==> src/design/hfc_pkg.sv <==
// shared constants, timing and sector map for the boot-sector flash host controller
package hfc_pkg;

  // ==========================================================
  // geometry
  localparam int ADDR_W = 18;
  localparam int DATA_W = 8;
  localparam int ARRAY_BYTES = 262144;
  localparam int N_SECT = 7;
  localparam int SECT_W = 3;
  localparam int STEP_W = 3;
  localparam int BIT_POLL = 7;
  localparam int BIT_TOGGLE = 6;

  // ==========================================================
  // timing, in ns, and derived cycle counts
  localparam int CLK_PERIOD_NS = 40;
  localparam int T_SETUP_NS = 40;
  localparam int T_STROBE_NS = 80;
  localparam int T_RECOV_NS = 40;
  localparam int T_RST_PULSE_NS = 500;
  localparam int T_RST_READY_NS = 1000;
  localparam int T_SUSPEND_NS = 20000;
  localparam int SETUP_CYC = (T_SETUP_NS + CLK_PERIOD_NS - 1) / CLK_PERIOD_NS;
  localparam int STROBE_CYC = (T_STROBE_NS + CLK_PERIOD_NS - 1) / CLK_PERIOD_NS;
  localparam int RECOV_CYC = (T_RECOV_NS + CLK_PERIOD_NS - 1) / CLK_PERIOD_NS;
  localparam int RST_PULSE_CYC = (T_RST_PULSE_NS + CLK_PERIOD_NS - 1) / CLK_PERIOD_NS;
  localparam int RST_READY_CYC = (T_RST_READY_NS + CLK_PERIOD_NS - 1) / CLK_PERIOD_NS;
  localparam int SUSPEND_CYC = (T_SUSPEND_NS + CLK_PERIOD_NS - 1) / CLK_PERIOD_NS;
  localparam int CNT_W = 10;

  // ==========================================================
  // values after reset
  localparam logic RST_STROBE_N = 1'b1;
  localparam logic [ADDR_W-1:0] RST_ADDR = 18'h00000;
  localparam logic [DATA_W-1:0] RST_DATA = 8'h00;

  // ==========================================================
  // user operations
  typedef enum logic [2:0] {
    HFC_OP_READ = 3'h0,
    HFC_OP_PROGRAM = 3'h1,
    HFC_OP_CHIP_ERASE = 3'h2,
    HFC_OP_SECT_ERASE = 3'h3,
    HFC_OP_SUSPEND = 3'h4,
    HFC_OP_RESUME = 3'h5,
    HFC_OP_RESET = 3'h6
  } hfc_op_e;

  // ==========================================================
  // sector map, bottom and top boot
  localparam logic [ADDR_W-1:0] SECT_BASE_BOT [N_SECT] = '{
    18'h00000, 18'h04000, 18'h06000, 18'h08000, 18'h10000, 18'h20000, 18'h30000};
  localparam logic [ADDR_W-1:0] SECT_BASE_TOP [N_SECT] = '{
    18'h00000, 18'h10000, 18'h20000, 18'h30000, 18'h38000, 18'h3a000, 18'h3c000};

  function automatic logic [ADDR_W-1:0] hfc_sect_base(input logic [SECT_W-1:0] idx, input logic top);
    logic [ADDR_W-1:0] b;
    b = top ? SECT_BASE_TOP[idx] : SECT_BASE_BOT[idx];
    return b;
  endfunction

  function automatic logic [SECT_W-1:0] hfc_sect_of(input logic [ADDR_W-1:0] a, input logic top);
    logic [SECT_W-1:0] s;
    s = 3'h0;
    for (int i = 0; i < N_SECT; i++) begin
      if (a >= hfc_sect_base(SECT_W'(i), top)) begin
        s = SECT_W'(i);
      end
    end
    return s;
  endfunction

endpackage

==> src/design/hfc_flash_host.sv <==
// host controller issuing command sequences to a boot-sector byte flash
// Operation
// - three separate active-low strobes avoid contention
// - commands are plain bus writes to device
// - poll the toggle status bit until two reads match
// - erase may suspend, access others, then resume
`timescale 1ns/100ps
module hfc_flash_host #(
  parameter int ADDR_W = 18,
  parameter int DATA_W = 8,
  parameter logic [17:0] UNLOCK_ADDR1 = 18'h00001, // arbitrary, set for the target part
  parameter logic [17:0] UNLOCK_ADDR2 = 18'h00002, // arbitrary
  parameter logic [7:0] UNLOCK_DATA1 = 8'h01, // arbitrary
  parameter logic [7:0] UNLOCK_DATA2 = 8'h02, // arbitrary
  parameter logic [7:0] CMD_PROGRAM = 8'h03, // arbitrary
  parameter logic [7:0] CMD_ERASE_SETUP = 8'h04, // arbitrary
  parameter logic [7:0] CMD_CHIP_ERASE = 8'h05, // arbitrary
  parameter logic [7:0] CMD_SECTOR_ERASE = 8'h06, // arbitrary
  parameter logic [7:0] CMD_SUSPEND = 8'h07, // arbitrary
  parameter logic [7:0] CMD_RESUME = 8'h08 // arbitrary
) (
  input wire logic ref_clk, // 25 MHz clock
  input wire logic arst_n, // async reset
  input wire logic cmd_valid, // user request
  output logic cmd_ready, // request taken when both high
  input wire logic [2:0] cmd_op, // hfc_op_e
  input wire logic [ADDR_W-1:0] cmd_addr, // byte address
  input wire logic [DATA_W-1:0] cmd_wdata, // program data
  input wire logic [6:0] cmd_sect, // sector erase selection
  input wire logic [6:0] prot_mask, // protected sectors
  input wire logic top_boot, // 1 top boot map
  input wire logic vcc_low, // supply too low
  output logic rsp_valid, // answer pulse
  output logic rsp_err, // request refused
  output logic [DATA_W-1:0] rsp_rdata, // read or final status byte
  output logic busy, // operation in progress
  output logic erase_pending, // erase started, not finished
  output logic suspended, // erase on hold
  output logic [ADDR_W-1:0] fl_addr, // flash address
  output logic [DATA_W-1:0] fl_dq_o, // flash data out
  output logic fl_dq_oe, // flash data drive
  input wire logic [DATA_W-1:0] fl_dq_i, // flash data in
  output logic fl_ce_n, // chip select
  output logic fl_we_n, // write strobe
  output logic fl_oe_n, // output drive strobe
  output logic fl_reset_n // flash hardware reset
);

  if (ADDR_W != hfc_pkg::ADDR_W || DATA_W != hfc_pkg::DATA_W) begin : g_chk
    $error("hfc_flash_host: only 18-bit address, 8-bit data supported");
  end

  typedef enum logic [3:0] {
    S_IDLE = 4'b0000, S_SEQ = 4'b0001, S_POLL_RD = 4'b0011, S_POLL_CMP = 4'b0010,
    S_READ = 4'b0110, S_SUSP_W = 4'b0111, S_HWRST = 4'b0101, S_RST_W = 4'b0100
  } hfc_state_e;

  localparam int CW = hfc_pkg::CNT_W;

  hfc_state_e st_ff;
  hfc_pkg::hfc_op_e op_ff;
  logic [hfc_pkg::STEP_W-1:0] step_ff;
  logic [hfc_pkg::SECT_W-1:0] sec_ff;
  logic [ADDR_W-1:0] addr_ff;
  logic [DATA_W-1:0] wdata_ff, tog_ff;
  logic [6:0] sect_ff;
  logic [CW-1:0] cnt_ff;
  logic wait_ff, first_ff, erase_pend_ff, susp_ff;
  logic rsp_valid_ff, rsp_err_ff, rst_n_ff;
  logic [DATA_W-1:0] rsp_rdata_ff;
  logic bc_idle, bc_done;
  logic [DATA_W-1:0] bc_rdata;

  // ==========================================================
  // request decode and refusal checks
  wire hfc_pkg::hfc_op_e req_op = hfc_pkg::hfc_op_e'(cmd_op);
  wire logic [2:0] req_sec = hfc_pkg::hfc_sect_of(cmd_addr, top_boot);
  wire logic req_prot = prot_mask[req_sec];
  wire logic in_erase_sect = erase_pend_ff && sect_ff[req_sec];
  wire logic is_erase = (req_op == hfc_pkg::HFC_OP_CHIP_ERASE) || (req_op == hfc_pkg::HFC_OP_SECT_ERASE);
  wire logic err_prot = ((req_op == hfc_pkg::HFC_OP_PROGRAM) && req_prot) ||
                        ((req_op == hfc_pkg::HFC_OP_CHIP_ERASE) && (prot_mask != 7'h00)) ||
                        ((req_op == hfc_pkg::HFC_OP_SECT_ERASE) && ((cmd_sect & prot_mask) != 7'h00));
  wire logic err_mode = susp_ff ?
    !(req_op == hfc_pkg::HFC_OP_READ || req_op == hfc_pkg::HFC_OP_RESUME || req_op == hfc_pkg::HFC_OP_RESET ||
      (req_op == hfc_pkg::HFC_OP_PROGRAM && !in_erase_sect)) :
    (req_op == hfc_pkg::HFC_OP_SUSPEND || req_op == hfc_pkg::HFC_OP_RESUME ||
     req_op > hfc_pkg::HFC_OP_RESET ||
     (is_erase && erase_pend_ff));
  wire logic err_sel = (req_op == hfc_pkg::HFC_OP_SECT_ERASE) && (cmd_sect == 7'h00);
  wire logic req_err = err_prot || err_mode || err_sel;
  wire logic poll_done = (st_ff == S_POLL_CMP) && !first_ff && (bc_rdata[hfc_pkg::BIT_TOGGLE] ==
                          tog_ff[hfc_pkg::BIT_TOGGLE]);
  wire logic poll_take = (st_ff == S_POLL_CMP) && !poll_done && (op_ff != hfc_pkg::HFC_OP_PROGRAM || !susp_ff) &&
                         erase_pend_ff && !susp_ff &&
                         (req_op == hfc_pkg::HFC_OP_SUSPEND || req_op == hfc_pkg::HFC_OP_RESET);
  assign cmd_ready = !vcc_low && ((st_ff == S_IDLE) || poll_take);
  wire logic fire = cmd_valid && cmd_ready;

  // ==========================================================
  // command sequence table, one bus write per step
  wire logic sect_phase = (op_ff == hfc_pkg::HFC_OP_SECT_ERASE) && (step_ff == 3'h5);
  wire logic single = (op_ff == hfc_pkg::HFC_OP_SUSPEND) || (op_ff == hfc_pkg::HFC_OP_RESUME);
  wire logic last_step = single ? 1'b1 :
                         (op_ff == hfc_pkg::HFC_OP_PROGRAM) ? (step_ff == 3'h3) :
                         (op_ff == hfc_pkg::HFC_OP_CHIP_ERASE) ? (step_ff == 3'h5) :
                         (sec_ff == 3'(hfc_pkg::N_SECT - 1)) && sect_phase;
  wire logic skip = sect_phase && !sect_ff[sec_ff];
  wire logic unlock2 = (step_ff == 3'h1) || (step_ff == 3'h4);
  wire logic [ADDR_W-1:0] seq_addr = single ? addr_ff :
                                     sect_phase ? hfc_pkg::hfc_sect_base(sec_ff, top_boot) :
                                     (op_ff == hfc_pkg::HFC_OP_PROGRAM && step_ff == 3'h3) ? addr_ff :
                                     unlock2 ? UNLOCK_ADDR2 : UNLOCK_ADDR1;
  wire logic [DATA_W-1:0] seq_data = (op_ff == hfc_pkg::HFC_OP_SUSPEND) ? CMD_SUSPEND :
                                     (op_ff == hfc_pkg::HFC_OP_RESUME) ? CMD_RESUME :
                                     sect_phase ? CMD_SECTOR_ERASE :
                                     unlock2 ? UNLOCK_DATA2 :
                                     (step_ff == 3'h0 || step_ff == 3'h3) ?
                                       ((op_ff == hfc_pkg::HFC_OP_PROGRAM && step_ff == 3'h3) ? wdata_ff : UNLOCK_DATA1) :
                                     (step_ff == 3'h5) ? CMD_CHIP_ERASE :
                                     (op_ff == hfc_pkg::HFC_OP_PROGRAM) ? CMD_PROGRAM : CMD_ERASE_SETUP;
  wire logic seq_adv = (st_ff == S_SEQ) && (skip || (wait_ff && bc_done));
  wire logic bc_start = !wait_ff && bc_idle && (((st_ff == S_SEQ) && !skip) || (st_ff == S_POLL_RD) ||
                        (st_ff == S_READ));
  wire logic bc_wr = (st_ff == S_SEQ);
  wire logic [ADDR_W-1:0] bc_addr = (st_ff == S_SEQ) ? seq_addr : addr_ff;
  wire logic cnt_end = (cnt_ff == '0);
  wire logic erase_op = (op_ff == hfc_pkg::HFC_OP_CHIP_ERASE) || (op_ff == hfc_pkg::HFC_OP_SECT_ERASE) ||
                        (op_ff == hfc_pkg::HFC_OP_RESUME);

  // ==========================================================
  // main sequencer
  always_ff @(posedge ref_clk or negedge arst_n) begin
    if (!arst_n) begin
      st_ff <= S_IDLE;
      op_ff <= hfc_pkg::HFC_OP_READ;
      step_ff <= '0;
      sec_ff <= '0;
      addr_ff <= hfc_pkg::RST_ADDR;
      wdata_ff <= hfc_pkg::RST_DATA;
      sect_ff <= 7'h00;
      tog_ff <= hfc_pkg::RST_DATA;
      cnt_ff <= '0;
      wait_ff <= 1'b0;
      first_ff <= 1'b1;
      erase_pend_ff <= 1'b0;
      susp_ff <= 1'b0;
      rsp_valid_ff <= 1'b0;
      rsp_err_ff <= 1'b0;
      rsp_rdata_ff <= hfc_pkg::RST_DATA;
      rst_n_ff <= hfc_pkg::RST_STROBE_N;
    end else begin
      rsp_valid_ff <= 1'b0;
      if (bc_start) begin
        wait_ff <= 1'b1;
      end else if (bc_done) begin
        wait_ff <= 1'b0;
      end
      case (st_ff)
        S_IDLE: if (fire) begin
          rsp_err_ff <= req_err;
          if (req_err) begin
            rsp_valid_ff <= 1'b1;
          end else begin
            op_ff <= req_op;
            addr_ff <= cmd_addr;
            wdata_ff <= cmd_wdata;
            step_ff <= '0;
            sec_ff <= '0;
            first_ff <= 1'b1;
            if (is_erase) begin
              sect_ff <= (req_op == hfc_pkg::HFC_OP_CHIP_ERASE) ? 7'h7f : cmd_sect; // chip erase covers every sector
            end
            if (req_op == hfc_pkg::HFC_OP_READ) begin
              st_ff <= S_READ;
            end else if (req_op == hfc_pkg::HFC_OP_RESET) begin
              st_ff <= S_HWRST;
              cnt_ff <= CW'(hfc_pkg::RST_PULSE_CYC - 1);
              rst_n_ff <= 1'b0;
            end else begin
              st_ff <= S_SEQ;
            end
          end
        end
        S_SEQ: if (seq_adv) begin
          if (last_step) begin
            if (op_ff == hfc_pkg::HFC_OP_SUSPEND) begin
              st_ff <= S_SUSP_W;
              cnt_ff <= CW'(hfc_pkg::SUSPEND_CYC - 1);
            end else begin
              st_ff <= S_POLL_RD;
              if (erase_op) begin
                erase_pend_ff <= 1'b1;
                susp_ff <= 1'b0;
              end
            end
          end else if (sect_phase) begin
            sec_ff <= sec_ff + 1'b1;
          end else begin
            step_ff <= step_ff + 1'b1;
          end
        end
        S_POLL_RD: if (wait_ff && bc_done) begin
          st_ff <= S_POLL_CMP;
        end
        S_POLL_CMP: if (poll_done) begin
          st_ff <= S_IDLE;
          rsp_valid_ff <= 1'b1;
          rsp_err_ff <= 1'b0;
          rsp_rdata_ff <= bc_rdata;
          if (erase_op) begin
            erase_pend_ff <= 1'b0;
          end
        end else if (fire && req_op == hfc_pkg::HFC_OP_RESET) begin
          st_ff <= S_HWRST;
          cnt_ff <= CW'(hfc_pkg::RST_PULSE_CYC - 1);
          rst_n_ff <= 1'b0;
        end else if (fire) begin
          st_ff <= S_SEQ;
          op_ff <= hfc_pkg::HFC_OP_SUSPEND;
          step_ff <= '0;
        end else begin
          tog_ff <= bc_rdata;
          first_ff <= 1'b0;
          st_ff <= S_POLL_RD;
        end
        S_READ: if (wait_ff && bc_done) begin
          st_ff <= S_IDLE;
          rsp_valid_ff <= 1'b1;
          rsp_rdata_ff <= bc_rdata;
        end
        S_SUSP_W: if (cnt_end) begin
          st_ff <= S_IDLE;
          susp_ff <= 1'b1;
          rsp_valid_ff <= 1'b1;
          rsp_err_ff <= 1'b0;
        end else begin
          cnt_ff <= cnt_ff - 1'b1;
        end
        S_HWRST: if (cnt_end) begin
          st_ff <= S_RST_W;
          rst_n_ff <= 1'b1;
          cnt_ff <= CW'(hfc_pkg::RST_READY_CYC - 1);
          erase_pend_ff <= 1'b0;
          susp_ff <= 1'b0;
        end else begin
          cnt_ff <= cnt_ff - 1'b1;
        end
        default: if (cnt_end) begin
          st_ff <= S_IDLE;
          rsp_valid_ff <= 1'b1;
          rsp_err_ff <= 1'b0;
        end else begin
          cnt_ff <= cnt_ff - 1'b1;
        end
      endcase
    end
  end

  // ==========================================================
  // flash bus cycle engine
  hfc_bus_cycle #(
    .ADDR_W(ADDR_W),
    .DATA_W(DATA_W),
    .SETUP_CYC(hfc_pkg::SETUP_CYC),
    .STROBE_CYC(hfc_pkg::STROBE_CYC),
    .RECOV_CYC(hfc_pkg::RECOV_CYC)
  ) u_bus (
    .ref_clk(ref_clk),
    .arst_n(arst_n),
    .start(bc_start),
    .wr(bc_wr),
    .addr(bc_addr),
    .wdata(seq_data),
    .idle(bc_idle),
    .done(bc_done),
    .rdata(bc_rdata),
    .fl_addr(fl_addr),
    .fl_dq_o(fl_dq_o),
    .fl_dq_oe(fl_dq_oe),
    .fl_dq_i(fl_dq_i),
    .fl_ce_n(fl_ce_n),
    .fl_we_n(fl_we_n),
    .fl_oe_n(fl_oe_n)
  );

  assign rsp_valid = rsp_valid_ff;
  assign rsp_err = rsp_err_ff;
  assign rsp_rdata = rsp_rdata_ff;
  assign busy = (st_ff != S_IDLE);
  assign erase_pending = erase_pend_ff;
  assign suspended = susp_ff;
  assign fl_reset_n = rst_n_ff;

endmodule

==> src/design/hfc_bus_cycle.sv <==
// one asynchronous flash bus cycle: address setup, strobe, recovery
`timescale 1ns/100ps
module hfc_bus_cycle #(
  parameter int ADDR_W = 18,
  parameter int DATA_W = 8,
  parameter int SETUP_CYC = 1,
  parameter int STROBE_CYC = 2,
  parameter int RECOV_CYC = 1
) (
  input wire logic ref_clk, // system clock
  input wire logic arst_n, // async reset
  input wire logic start, // begin a cycle, only when idle
  input wire logic wr, // 1 write, 0 read
  input wire logic [ADDR_W-1:0] addr, // cycle address
  input wire logic [DATA_W-1:0] wdata, // write data
  output logic idle, // engine free
  output logic done, // cycle finished pulse
  output logic [DATA_W-1:0] rdata, // sampled read data
  output logic [ADDR_W-1:0] fl_addr, // flash address pins
  output logic [DATA_W-1:0] fl_dq_o, // flash data out
  output logic fl_dq_oe, // flash data drive enable
  input wire logic [DATA_W-1:0] fl_dq_i, // flash data in
  output logic fl_ce_n, // chip select
  output logic fl_we_n, // write strobe
  output logic fl_oe_n // output drive strobe
);

  typedef enum logic [1:0] {BC_IDLE = 2'b00, BC_SETUP = 2'b01, BC_STROBE = 2'b11, BC_RECOV = 2'b10} hfc_bc_e;

  localparam int CW = 4;

  if (SETUP_CYC < 1 || STROBE_CYC < 1 || RECOV_CYC < 1 || STROBE_CYC > 15 || SETUP_CYC > 15 || RECOV_CYC > 15)
  begin : g_chk
    $error("hfc_bus_cycle: phase lengths must be 1..15");
  end

  hfc_bc_e st_ff, nxt_st;
  logic [CW-1:0] cnt_ff, nxt_cnt;
  logic wr_ff;
  logic ce_n_ff, we_n_ff, oe_n_ff, oe_ff, done_ff;
  logic [ADDR_W-1:0] addr_ff;
  logic [DATA_W-1:0] wdata_ff, rdata_ff;

  wire logic phase_end = (cnt_ff == '0);
  wire logic sample_rd = (st_ff == BC_STROBE) && phase_end && !wr_ff;

  // ==========================================================
  // phase sequencing
  always_comb begin
    nxt_st = st_ff;
    nxt_cnt = cnt_ff;
    case (st_ff)
      BC_IDLE: if (start) begin
        nxt_st = BC_SETUP;
        nxt_cnt = CW'(SETUP_CYC - 1);
      end
      BC_SETUP: if (phase_end) begin
        nxt_st = BC_STROBE;
        nxt_cnt = CW'(STROBE_CYC - 1);
      end else begin
        nxt_cnt = cnt_ff - 1'b1;
      end
      BC_STROBE: if (phase_end) begin
        nxt_st = BC_RECOV;
        nxt_cnt = CW'(RECOV_CYC - 1);
      end else begin
        nxt_cnt = cnt_ff - 1'b1;
      end
      default: if (phase_end) begin
        nxt_st = BC_IDLE;
      end else begin
        nxt_cnt = cnt_ff - 1'b1;
      end
    endcase
  end

  always_ff @(posedge ref_clk or negedge arst_n) begin
    if (!arst_n) begin
      st_ff <= BC_IDLE;
      cnt_ff <= '0;
      wr_ff <= 1'b0;
      addr_ff <= '0;
      wdata_ff <= '0;
      rdata_ff <= '0;
      done_ff <= 1'b0;
      ce_n_ff <= 1'b1;
      we_n_ff <= 1'b1;
      oe_n_ff <= 1'b1;
      oe_ff <= 1'b0;
    end else begin
      st_ff <= nxt_st;
      cnt_ff <= nxt_cnt;
      done_ff <= (st_ff == BC_RECOV) && phase_end;
      if (st_ff == BC_IDLE && start) begin
        wr_ff <= wr;
        addr_ff <= addr;
        wdata_ff <= wdata;
      end
      if (sample_rd) begin
        rdata_ff <= fl_dq_i;
      end
      // separate strobes keep the data bus free of contention
      ce_n_ff <= (nxt_st == BC_IDLE);
      we_n_ff <= !((nxt_st == BC_STROBE) && (st_ff == BC_IDLE ? wr : wr_ff));
      oe_n_ff <= !((nxt_st == BC_STROBE) && !(st_ff == BC_IDLE ? wr : wr_ff));
      oe_ff <= (nxt_st != BC_IDLE) && (st_ff == BC_IDLE ? wr : wr_ff);
    end
  end

  assign idle = (st_ff == BC_IDLE);
  assign done = done_ff;
  assign rdata = rdata_ff;
  assign fl_addr = addr_ff;
  assign fl_dq_o = wdata_ff;
  assign fl_dq_oe = oe_ff;
  assign fl_ce_n = ce_n_ff;
  assign fl_we_n = we_n_ff;
  assign fl_oe_n = oe_n_ff;

endmodule

==> config.mk <==
export PLATFORM = sky130hd
export DESIGN_NAME = hfc_flash_host
export DESIGN_NICKNAME = d
export VERILOG_FILES = /design/src/design/hfc_pkg.sv /design/src/design/hfc_flash_host.sv /design/src/design/hfc_bus_cycle.sv
export SDC_FILE = /design/constraint.sdc
export NUM_CORES = 1
export LEC_CHECK = 0
export BUFFER_PORTS_ARGS = -buffer_cell sky130_fd_sc_hd__buf_4
export CAP_MARGIN = 20
export CORE_ASPECT_RATIO = 1.5
export CORE_UTILIZATION = 30
export CTS_CLUSTER_SIZE = 30
export DETAILED_ROUTE_END_ITERATION = 7
export PLACE_DENSITY = 0.54
export SLEW_MARGIN = 10
export SYNTH_ARGS = -nofsm -noshare
export SYNTH_HDL_FRONTEND = slang
export SYNTH_SLANG_ARGS = --single-unit
==> constraint.sdc <==
create_clock -name ref_clk -period 4.55 [get_ports ref_clk]
set_clock_uncertainty 0.2 [all_clocks]
set_input_delay 0.455 -clock ref_clk [delete_from_list [all_inputs] [get_ports ref_clk]]
set_output_delay 0.455 -clock ref_clk [all_outputs]
set_load 0.1 [all_outputs]
Word level (Yosys, flattened, before mapping)
Memory sizes are Yosys's and may differ from the RTL's.
Cells that the tools add are included.
{ "totals": {"ff_bits": 124, "rom_bits": 288, "inputBits": 56, "wordCells": 352, "n_memories": 2} }
{ "classes": {"n_addsub": 4, "magnitude_cmp": 10, "eq_ne": 54, "n_mux": 138, "bitwise": 8, "n_reduce_logical": 108} }
{ "mem_list": {"columns": ["name", "words", "word_bits", "read_ports", "rd_clocked_by_memory_dff", "write_ports", "line_no", "rtl"], "rows": [
  ["(name not given)", 8, 18, 1, 0, 0, "hfc_pkg.sv:59", "b = top ? SECT_BASE_TOP[idx] : SECT_BASE_BOT[idx];"],
  ["(name not given)", 8, 18, 1, 0, 0, "hfc_pkg.sv:59", null]
]} }
{ "op_table": {"columns": ["operator", "count"], "rows": [
  ["18-bit two-way mux", 12],
  ["10-bit two-way mux", 11],
  ["18-bit greater-or-equal comparator", 5],
  ["3-bit two-way mux", 26],
  ["8-bit two-way mux", 8],
  ["10-bit case mux with 5 select lines", 1],
  ["4-bit two-way mux", 12],
  ["2-bit != test (second input constant)", 21],
  ["1-bit two-way mux", 40],
  ["17-bit two-way mux", 2],
  ["1-bit logical AND", 33],
  ["3-bit equality test (second input constant)", 8],
  ["4-bit case mux with 6 select lines", 1],
  ["8-bit AND reduction", 3],
  ["1-bit logical OR", 22],
  ["18-bit by 17-bit greater-or-equal comparator with 1-bit output", 1],
  ["6-bit AND reduction", 3],
  ["16-bit two-way mux", 1],
  ["2-bit two-way mux", 8],
  ["8-bit case mux with 2 select lines", 1],
  ["3-bit by 2-bit equality test with 1-bit output (second input constant)", 5],
  ["3-bit nonzero test", 5],
  ["7-bit nonzero test", 2],
  ["1-bit logical NOT", 13],
  ["46 further kinds", 78]
]} }

Logic depth before layout (Yosys ltp)
Gate-level depths: netlist (run 1).
{ "logic_depth": {"word_depth": 21, "mapped_depth": 15, "ltp_nobuf": 12} }

Cells and area by module
Synthesis (run 1) repeated with hierarchy kept, for this count alone.
{ "unflattened": {"cells_unflattened": 672, "area_unflattened_um2": 6750.2} }
{ "by_module_without_submodules": {"columns": ["mod", "n_inst", "cells_per_inst", "area_each_um2"], "rows": [
  ["hfc_flash_host", 1, 544, 4901.0],
  ["hfc_bus_cycle", 1, 128, 1849.3]
]} }

Worst setup path before layout (run 1)
Ideal clock, no wire load.
{ "synth_timing": {"path_type": "reg-to-reg", "startpoint": "register st_ff[2]", "endpoint": "register sect_ff[0]", "arrival_ps": 5426, "slack_ps": -1201, "path_stages_with_launch": 14, "path_buffers": 4, "period_less_slack_ps": 5751, "path_cell_list": "dfrtp_1 clkbuf_1 or3_1 clkbuf_1 a21oi_1 nand2_1 or2_2 nor2_1 nand2_1 or4b_1 clkbuf_1 or3_1 buf_6 mux2_4"} }
{ "synth_via": {"elab_chain_cells": 13, "elab_cells_between_ends": 14, "cone_classes": "1 x eq/ne; 13 x reduce/logical"} }
{ "synth_rtl": {"columns": ["element", "line_no", "rtl"], "rows": [
  ["from (decl)", "hfc_flash_host.sv:60", "hfc_state_e st_ff;"],
  ["from (signal assigned)", "hfc_flash_host.sv:135", "st_ff <= S_IDLE;"],
  ["from (signal assigned)", "hfc_flash_host.sv:175", "st_ff <= S_READ;"],
  ["from (signal assigned)", "hfc_flash_host.sv:177", "st_ff <= S_HWRST;"],
  ["4-bit by 2-bit equality test with 1-bit output", "hfc_flash_host.sv:92, hfc_flash_host.sv:94", null],
  ["1-bit logical AND (2 in series)", "hfc_flash_host.sv:92", "wire logic poll_done = (st_ff == S_POLL_CMP) && !first_ff && (bc_rdata[hfc_pkg::BIT_TOGGLE] =="],
  ["1-bit logical NOT", "hfc_flash_host.sv:94", "wire logic poll_take = (st_ff == S_POLL_CMP) && !poll_done && (op_ff != hfc_pkg::HFC_OP_PROGRAM || !susp_ff) & ..."],
  ["1-bit logical AND (3 in series)", "hfc_flash_host.sv:94", null],
  ["1-bit logical AND (2 in series)", "hfc_flash_host.sv:95", "erase_pend_ff && !susp_ff &&"],
  ["1-bit logical OR *", "hfc_flash_host.sv:97", "assign cmd_ready = !vcc_low && ((st_ff == S_IDLE) || poll_take);"],
  ["1-bit logical AND *", "hfc_flash_host.sv:97", null],
  ["net cmd_ready", "hfc_flash_host.sv:25", "output logic cmd_ready,"],
  ["1-bit logical AND *", "hfc_flash_host.sv:98", "wire logic fire = cmd_valid && cmd_ready;"],
  ["4-bit AND reduction (no source line) *", null, null],
  ["to (signal assigned)", "hfc_flash_host.sv:172", "sect_ff <= (req_op == hfc_pkg::HFC_OP_CHIP_ERASE) ? 7'h7f : cmd_sect;"],
  ["to (decl)", "hfc_flash_host.sv:66", "logic [6:0] sect_ff;"]
]} }
Mark *: on every way through the listed nets, which the timed path passes. The rest lies on a longest branch.
A chain may end at the register's enable or synchronous reset.

Worst setup path after layout (run 1)
{ "layout_timing": {"startpoint": "input port top_boot", "endpoint": "register sect_ff[4]"} }
{ "layout_via": {"elab_chain_cells": 20, "elab_cells_between_ends": 35, "cone_classes": "6 x order compare; 17 x mux; 1 x bitwise; 11 x reduce/logical"} }
{ "layout_rtl": {"columns": ["element", "line_no", "rtl"], "rows": [
  ["from (decl)", "hfc_flash_host.sv:31", "input wire logic top_boot,"],
  ["17-bit two-way mux", "hfc_pkg.sv:59", null],
  ["18-bit by 17-bit greater-or-equal comparator with 1-bit output", "hfc_pkg.sv:67", "if (a >= hfc_sect_base(SECT_W'(i), top)) begin"],
  ["1-bit two-way mux", "hfc_pkg.sv:67", null],
  ["2-bit two-way mux (2 in series)", "hfc_pkg.sv:67", null],
  ["3-bit two-way mux (2 in series)", "hfc_pkg.sv:67", null],
  ["3-bit two-way mux *", "hfc_pkg.sv:67", null],
  ["1-bit binary-select mux with 3-bit select", "hfc_flash_host.sv:79", "wire logic in_erase_sect = erase_pend_ff && sect_ff[req_sec];"],
  ["1-bit two-way mux (not written as such)", "hfc_flash_host.sv:79", null],
  ["1-bit logical AND", "hfc_flash_host.sv:79", null],
  ["1-bit logical NOT", "hfc_flash_host.sv:86", "(req_op == hfc_pkg::HFC_OP_PROGRAM && !in_erase_sect)) :"],
  ["1-bit logical AND", "hfc_flash_host.sv:86", null],
  ["1-bit logical OR", "hfc_flash_host.sv:85", "!(req_op == hfc_pkg::HFC_OP_READ || req_op == hfc_pkg::HFC_OP_RESUME || req_op == hfc_pkg::HFC_OP_RESET ||"],
  ["1-bit logical NOT", "hfc_flash_host.sv:85", null],
  ["1-bit two-way mux", "hfc_flash_host.sv:84", "wire logic err_mode = susp_ff ?"],
  ["1-bit logical OR * (2 in series)", "hfc_flash_host.sv:91", "wire logic req_err = err_prot || err_mode || err_sel;"],
  ["1-bit NOT (no source line) *", null, null],
  ["4-bit AND reduction (no source line) *", null, null]
]} }
Every way passes the cells marked *; elsewhere a longest branch is shown, timed or not. The select of a mux whose other input is x is not followed.

==> results.md, run 1 <==
- Synth Register Bits: between 100 and 150
- P&R area growth vs syn: 26.5%
- HP Start: fl_dq_i[3]
- Starting Density: a little over 30%
- Most frequent cells in the layout: 119 x buf_4, 112 x dfrtp_1, 85 x nand2_1
- Gpl congestion: 0.842
- Initial antenna violation count: 0
- Failing checks: design-rule violations
- Largest net degree at the start of global routing: 53
- Inserted Diodes: 0
- Port Buffers: 100
- Setup crit start: top_boot
- Post-CTS Setup Bufs: 0
- Fmax: roughly 250 MHz
- I/O pin total: between 100 and 150
- Post-DR vias/cell: 5.04
- Routed via count: 5500
- Worst Max-Slew Pin Slew: approximately 670 ps
- Vias in the first global route: roughly 5.6k
- CP Data Required Time: approximately 4700 ps
- Setup slack, reg-to-reg: between 800 and 900 ps
- 1st-iter DRT viols: 320
- Std-Cell Rows: 66
- Status: finished with violations
- Clk buf depth: 2
- Die height: approximately 180 um
- Drt drc: 2
- Lkg Pwr: 3.84 nW
- Clk root buf: clkbuf_16
- DIE WIDTH: 123 um
- Hold Path Class: primary input to flip-flop
- CP arrival: around 4200 ps
- Worst hold margin: 71.6 ps
- Async S/R FF share, synth: 100%
- Clock Latency Late Sink: ~400 ps
- Syn nets: 782
- Power per Cell Area: about 690 mW/mm2
- CTS tree: yes
- Setup violators final: 0
- Die ar.: 0.0226 mm2
- Startpoint Class: primary input
- Fillers: 2192
- Syn_area_per_cell: 9.44 um2
- Final worst setup slack: around 470 ps
- GR Util All Layers: around 16%
- Pins over their slew limit: 0
- CTS HTree Levels: 4
- Crit path max fanout: 9
- Final setup TNS: 0 ps
- RR Startpoint: st_ff[0]$_DFFE_PN0P_
- Antenna viol nets, final: 0
- Most common cell after layout, fill and taps aside: buf_4
- Clk sink count: between 100 and 150
- Total CTS buffers: 17
- Wire length per cell: 15.8 um
- Synthesized instance count: between 600 and 700
- YS warnings: 0
- Top FF cell, synth: dfrtp_1
- Nets: around 890
- Post-Syn Area: between 0.006 and 0.007 mm2
- Layout cells sized above 1: around 27%
- Unrepaired setup endpoints after global routing: false
- EDFF count, synth: 0
- Critical path class: primary input to flip-flop
- Peak VDD IR: between 500 and 600 uV
- Routed WL: approximately 17000 um
- Design Area, Final: 0.00835 mm2
- Pre-Repair DR Iteration Count: 6
- Rel. slew slack: 55.1%
- Crit end category: flip-flop
- Maxcap violations: 0
- Total Power: 0.00577 W
- First-pass GRT wire length: between 20000 and 30000 um
- Detailed placement HPWL: between 10000 and 15000 um
- Seq/Total Area, Yosys: about 44%
- Global route total overflow: 0
- Netlist cell types: 70
- Setup slack after placement: about 72 ps
- Core Footprint: around 0.022 mm2
- CTS-repair resized insts: 0
- Period minus WS final: ~4100 ps
- Post-DP Area: approximately 0.0077 mm2
- Clock transition at path regs: roughly 50 ps
- Final hold violation count: 0
- Fin crit share: between 80% and 90%
==> per-stage QoR <==
step | utilization, % | std cells
global route | 38.6 | 1091
detailed placement | 35.7 | 1058
finish | 38.6 | 1091
global placement | 35.7 | 1058
CTS | 38.6 | 1091
floorplan | - | 699
==> cell families after synthesis <==
family,count (synthesis),synth area share (%)
flip-flops,117,44.5
buffers and inverters,64,3.76
AND/OR/NAND/NOR,243,18.0
adder cells (fa/ha/maj),28,5.27
AO/OA/AOI/OAI,181,17.0
multiplexers,63,11.1
XOR/XNOR,3,0.398
==> synthesized netlist by cell type (2+ instances only) <==
master | instances | area share, %
o2111ai_1 | 2 | 0.27
nor2b_1 | 6 | 0.57
o41ai_1 | 2 | 0.27
o311ai_0 | 2 | 0.27
nor4_1 | 5 | 0.47
dfstp_2 | 5 | 2.0
ha_1 | 27 | 5.1
nor3b_1 | 4 | 0.46
nor2_1 | 54 | 3.1
a21boi_0 | 3 | 0.34
o31a_1 | 2 | 0.27
a22o_1 | 5 | 0.66
o211ai_1 | 2 | 0.23
a21oi_1 | 35 | 2.7
or4_1 | 3 | 0.34
inv_1 | 32 | 1.8
o31ai_1 | 7 | 0.80
nand2b_1 | 17 | 1.6
a41oi_1 | 2 | 0.27
o21ai_0 | 75 | 5.7
clkbuf_1 | 29 | 1.6
a22oi_1 | 3 | 0.34
o22ai_1 | 3 | 0.28
mux2_2 | 45 | 7.7
a21o_1 | 5 | 0.57
or3_1 | 6 | 0.57
a211oi_1 | 6 | 0.68
mux2i_1 | 10 | 1.5
a32oi_1 | 3 | 0.40
o21a_1 | 2 | 0.23
nand3_1 | 12 | 0.91
nand2_1 | 85 | 4.8
or2_2 | 5 | 0.47
xor2_1 | 2 | 0.27
buf_1 | 2 | 0.11
dfrtp_1 | 112 | 42
o21bai_1 | 2 | 0.23
a31oi_1 | 9 | 0.85
a221o_1 | 2 | 0.30
and2_1 | 8 | 0.76
and3_1 | 5 | 0.47
nor3_1 | 19 | 1.4
mux2_4 | 7 | 1.6
==> what timing repair did <==
action,CTS,global route
hold buffers,1,0
hold endpoints to repair,30,0
setup endpoints to repair,0,0
==> state kept, by name, summed over array words and instances, names as in the netlist, 2 cells and up <==
signal         count
u_bus.cnt_ff       4
u_bus.st_ff        2
sec_ff             3
u_bus.fl_addr     18
addr_ff           18
wdata_ff           8
step_ff            3
rsp_rdata          8
sect_ff            7
cnt_ff            10
u_bus.rdata        8
u_bus.fl_dq_o      8
op_ff              3
st_ff              3
==> path summary, 6_finish.rpt <==
| kind | end | cells after the start |
|---|---|---|
| worst min register to register | u_bus.fl_addr[6]$_DFFE_PN0P_ | 2 |
| worst max-delay path | sect_ff[4]$_DFFE_PN0P_ | 13 |
| min in group asynchronous | u_bus.fl_dq_o[3]$_DFFE_PN0P_ | 2 |
| max in group asynchronous | rsp_rdata[3]$_DFFE_PN0P_ | 3 |
| worst min-delay path | u_bus.rdata[3]$_DFFE_PN0P_ | 2 |
| worst max register to register | sect_ff[4]$_DFFE_PN0P_ | 9 |
==> worst max-delay path, stage by stage <==
cell	delay [ps]
buf_4	80
inv_1	60
ha_1	320
or3b_2	480
nor3_1	210
nor4b_2	320
o21ai_2	170
a41oi_1	230
nor2b_1	70
o311a_1	380
or4b_1	480
or3_1	530
mux2_4	370
==> per-layer routing <==
metal | routed length [um] | vias to the layer above | share of wire (%) | global-route usage (%)
met4 | 345 | 0 | 2.0 | 7.37
met5 | 0 | - | 0 | 0
li1 | - | 2716 | - | -
met2 | 8690 | 98 | 50 | 27.4
met3 | 546 | 24 | 3.2 | 3.23
met1 | 7640 | 2662 | 44 | 19.7
==> cell type report <==
class / instances / area, um2 / area share (%)
Clock buffer: 22 / 464 / 5.56
Clock inverter: 10 / 153 / 1.83
Inverter: 32 / 120 / 1.44
Multi-Input combinational cell: 518 / 3430 / 41.1
Sequential cell: 117 / 2930 / 35.2
Tap cell: 272 / 340 / 4.08
Timing Repair Buffer: 120 / 903 / 10.8
==> report_power, final <==
part	internal (W)	switching, W
Combinational	0.000848	0.00183
Sequential	0.00143	0.000252
Clock	0.000940	0.000469
Total	0.00322	0.00255
Power figures use the tool's default switching activity.
==> run 2: changes to the inputs <==
- CORE_MARGIN: default -> 10
==> run 2 against run 1 <==
The run now ends clean. Flip-flop and latch count is the same. Utilization is 0.29 points lower. Sequential power is essentially flat. First-iteration DRC count grew 13%. Cell count did not move. Critical path depth fell by 1. Critical endpoint is now sect_ff[0]$_DFFE_PN0P_.
==> results.md, run 2 (same netlist as run 1, synthesis figures left out) <==
- Status: finished clean
- Post-DP Area: 0.00772 mm2 (unchanged)
- Peak VDD IR: 545 uV (+0.50%)
- Power per Cell Area: 680 mW/mm2 (-1.7%)
- Util after Layout: 38.3% (-0.29 points)
- I/O pin total: 101 (unchanged)
- RR Startpoint: st_ff[1]$_DFFE_PN0P_
- Final setup TNS: 0 ps (unchanged)
- Initial antenna violation count: 0 (unchanged)
- Die height: 202 um (+9.8%)
- Layout cells sized above 1: 26.9% (-0.37 points)
- Routed WL: 17900 um (+3.9%)
- Gpl congestion: 0.862 (+2.5%)
- Most common cell after layout, fill and taps aside: buf_4
- Detailed placement HPWL: 13400 um (+4.8%)
- Crit path max fanout: 7 (-2)
- Crit path max-delay family: simple AND/OR/NAND/NOR gates
- Lkg Pwr: 3.81 nW (-0.76%)
- Setup crit start: top_boot
- Critical Path Most Common Cell: buf_4
- CTS HTree Levels: 4 (unchanged)
- GR Util All Layers: 12.9% (-3.3 points)
- Reg-to-Reg End: sect_ff[0]$_DFFE_PN0P_
- Clk root buf: clkbuf_16
- Antenna viol nets, final: 0 (unchanged)
- Unrepaired setup endpoints after global routing: false
- Final hold violation count: 0 (unchanged)
- Fin crit share: 89.1% (-0.43 points)
- Pre-Repair DR Iteration Count: 5 (-1)
- Design Area, Final: 0.00828 mm2 (-0.76%)
- Largest net degree at the start of global routing: 70 (+32%)
- Pins over their slew limit: 0 (unchanged)
- Critical Path Slowest Stage Cell: or4b_2
- First-pass GRT wire length: 29900 um (+5.2%)
- Period minus WS final: 4060 ps (-19.7 ps)
- Clock Latency Late Sink: 420 ps (about the same)
- Wire length per cell: 16.4 um (+3.9%)
- Crit end category: flip-flop
- CP bufs+invs: 3 (+1)
- Most frequent cells in the layout: 119 x buf_4, 112 x dfrtp_1, 85 x nand2_1
- Worst setup path endpoint: sect_ff[0]$_DFFE_PN0P_
- CP arrival: 4160 ps (about the same)
- Startpoint Class: primary input
- Clk buf depth: 2 (unchanged)
- Crit path cell chain: buf_4 -> inv_1 -> ha_1 -> or4b_2 -> nor4_1 -> a21oi_1 -> buf_4 -> a221o_1 -> o2111ai_1 -> or4b_1 -> or3_1 -> mux2_4
- Core Footprint: 0.0216 mm2 (unchanged)
- Rel. slew slack: 38.3% (-17 points)
- Setup slack, reg-to-reg: 730 ps (-120 ps)
- CP Data Required Time: 4660 ps (about the same)
- Starting Density: 30.5% (unchanged)
- Nets: 889 (unchanged)
- Port Buffers: 100 (unchanged)
- Setup violators final: 0 (unchanged)
- Critical Path Stages: 12 (-1)
- Inserted Diodes: 0 (unchanged)
- Vias in the first global route: 5717 (+2.7%)
- Hold Path Class: primary input to flip-flop
- Critical path class: primary input to flip-flop
- Fmax: 247 MHz (+0.49%)
- Post-CTS Setup Bufs: 0 (unchanged)
- Maxcap violations: 0 (unchanged)
- CTS tree: yes
- Global route total overflow: 0 (unchanged)
- Routed via count: 5507 (+0.13%)
- 1st-iter DRT viols: 362 (+13%)
- Clock transition at path regs: 60 ps (about the same)
- CP peak stage delay: 610 ps (+80 ps)
- Die ar.: 0.0284 mm2 (+26%)
- P&R area growth vs syn: 25.5%
- Drt drc: 0 (-2)
- Total CTS buffers: 17 (unchanged)
- Post-DR vias/cell: 5.05 (+0.13%)
- R2R depth: 10 (+1)
- Worst Max-Slew Pin Slew: 925 ps (+257 ps)
- Std-Cell Rows: 66 (unchanged)
- DIE WIDTH: 141 um (+15%)
- Clk sink count: 117 (unchanged)
run 2: where the power goes:
part | internal, W | switching (W)
sequential | 0.00143 | 0.000270
clock | 0.000804 | 0.000461
combinational | 0.000849 | 0.00181
run 2: worst min-delay path by stage:
| stage | depth (start not counted) | start | endpoint |
|---|---|---|---|
| floorplan | 0 | arst_n | addr_ff[0]$_DFFE_PN0P_ |
| global placement | 2 | u_bus.fl_dq_o[7]$_DFFE_PN0P_ | u_bus.fl_dq_o[7]$_DFFE_PN0P_ |
| detailed placement | 2 | addr_ff[14]$_DFFE_PN0P_ | addr_ff[14]$_DFFE_PN0P_ |
| CTS | 2 | fl_dq_i[0] | u_bus.rdata[0]$_DFFE_PN0P_ |
| global route | 2 | fl_dq_i[3] | u_bus.rdata[3]$_DFFE_PN0P_ |
| finish | 2 | fl_dq_i[0] | u_bus.rdata[0]$_DFFE_PN0P_ |
run 2: per-layer routing:
| layer | track usage [%] | routed length, um | vias to the layer above | part of all wire (%) |
|---|---|---|---|---|
| li1 | - | - | 2717 | - |
| met1 | 14.4 | 7460 | 2604 | 42 |
| met2 | 21.5 | 8810 | 151 | 49 |
| met3 | 4.45 | 1180 | 35 | 6.6 |
| met4 | 5.66 | 444 | 0 | 2.5 |
| met5 | 0 | 0 | - | 0 |
run 2: timing repair:
action                                 4_1_cts  5_1_grt
endpoints found under the hold margin       44        0
gates resized for setup                      0        0
hold buffers                                 1        0
run 2: final cells by class:
type | instances | area [um2]
well taps | 272 | 340
inverters | 32 | 120
multi-input cells | 518 | 3430
flip-flops and latches | 117 | 2930
clock buffers | 27 | 503
clock inverters | 5 | 50.0
fillers | 2209 | 13400
repair buffers | 120 | 903
run 2: per-stage QoR:
stage                     power [W]  setup slack, ps  instances  hold slack (ps)
after CTS                   0.00570              508       1091             44.4
final                       0.00563              494       1091             64.0
after global placement      0.00439              102       1058              263
after floorplan             0.00371             77.4        699            -40.6
after global routing        0.00602              284       1091             49.4
after detailed placement    0.00441             63.5       1058              271
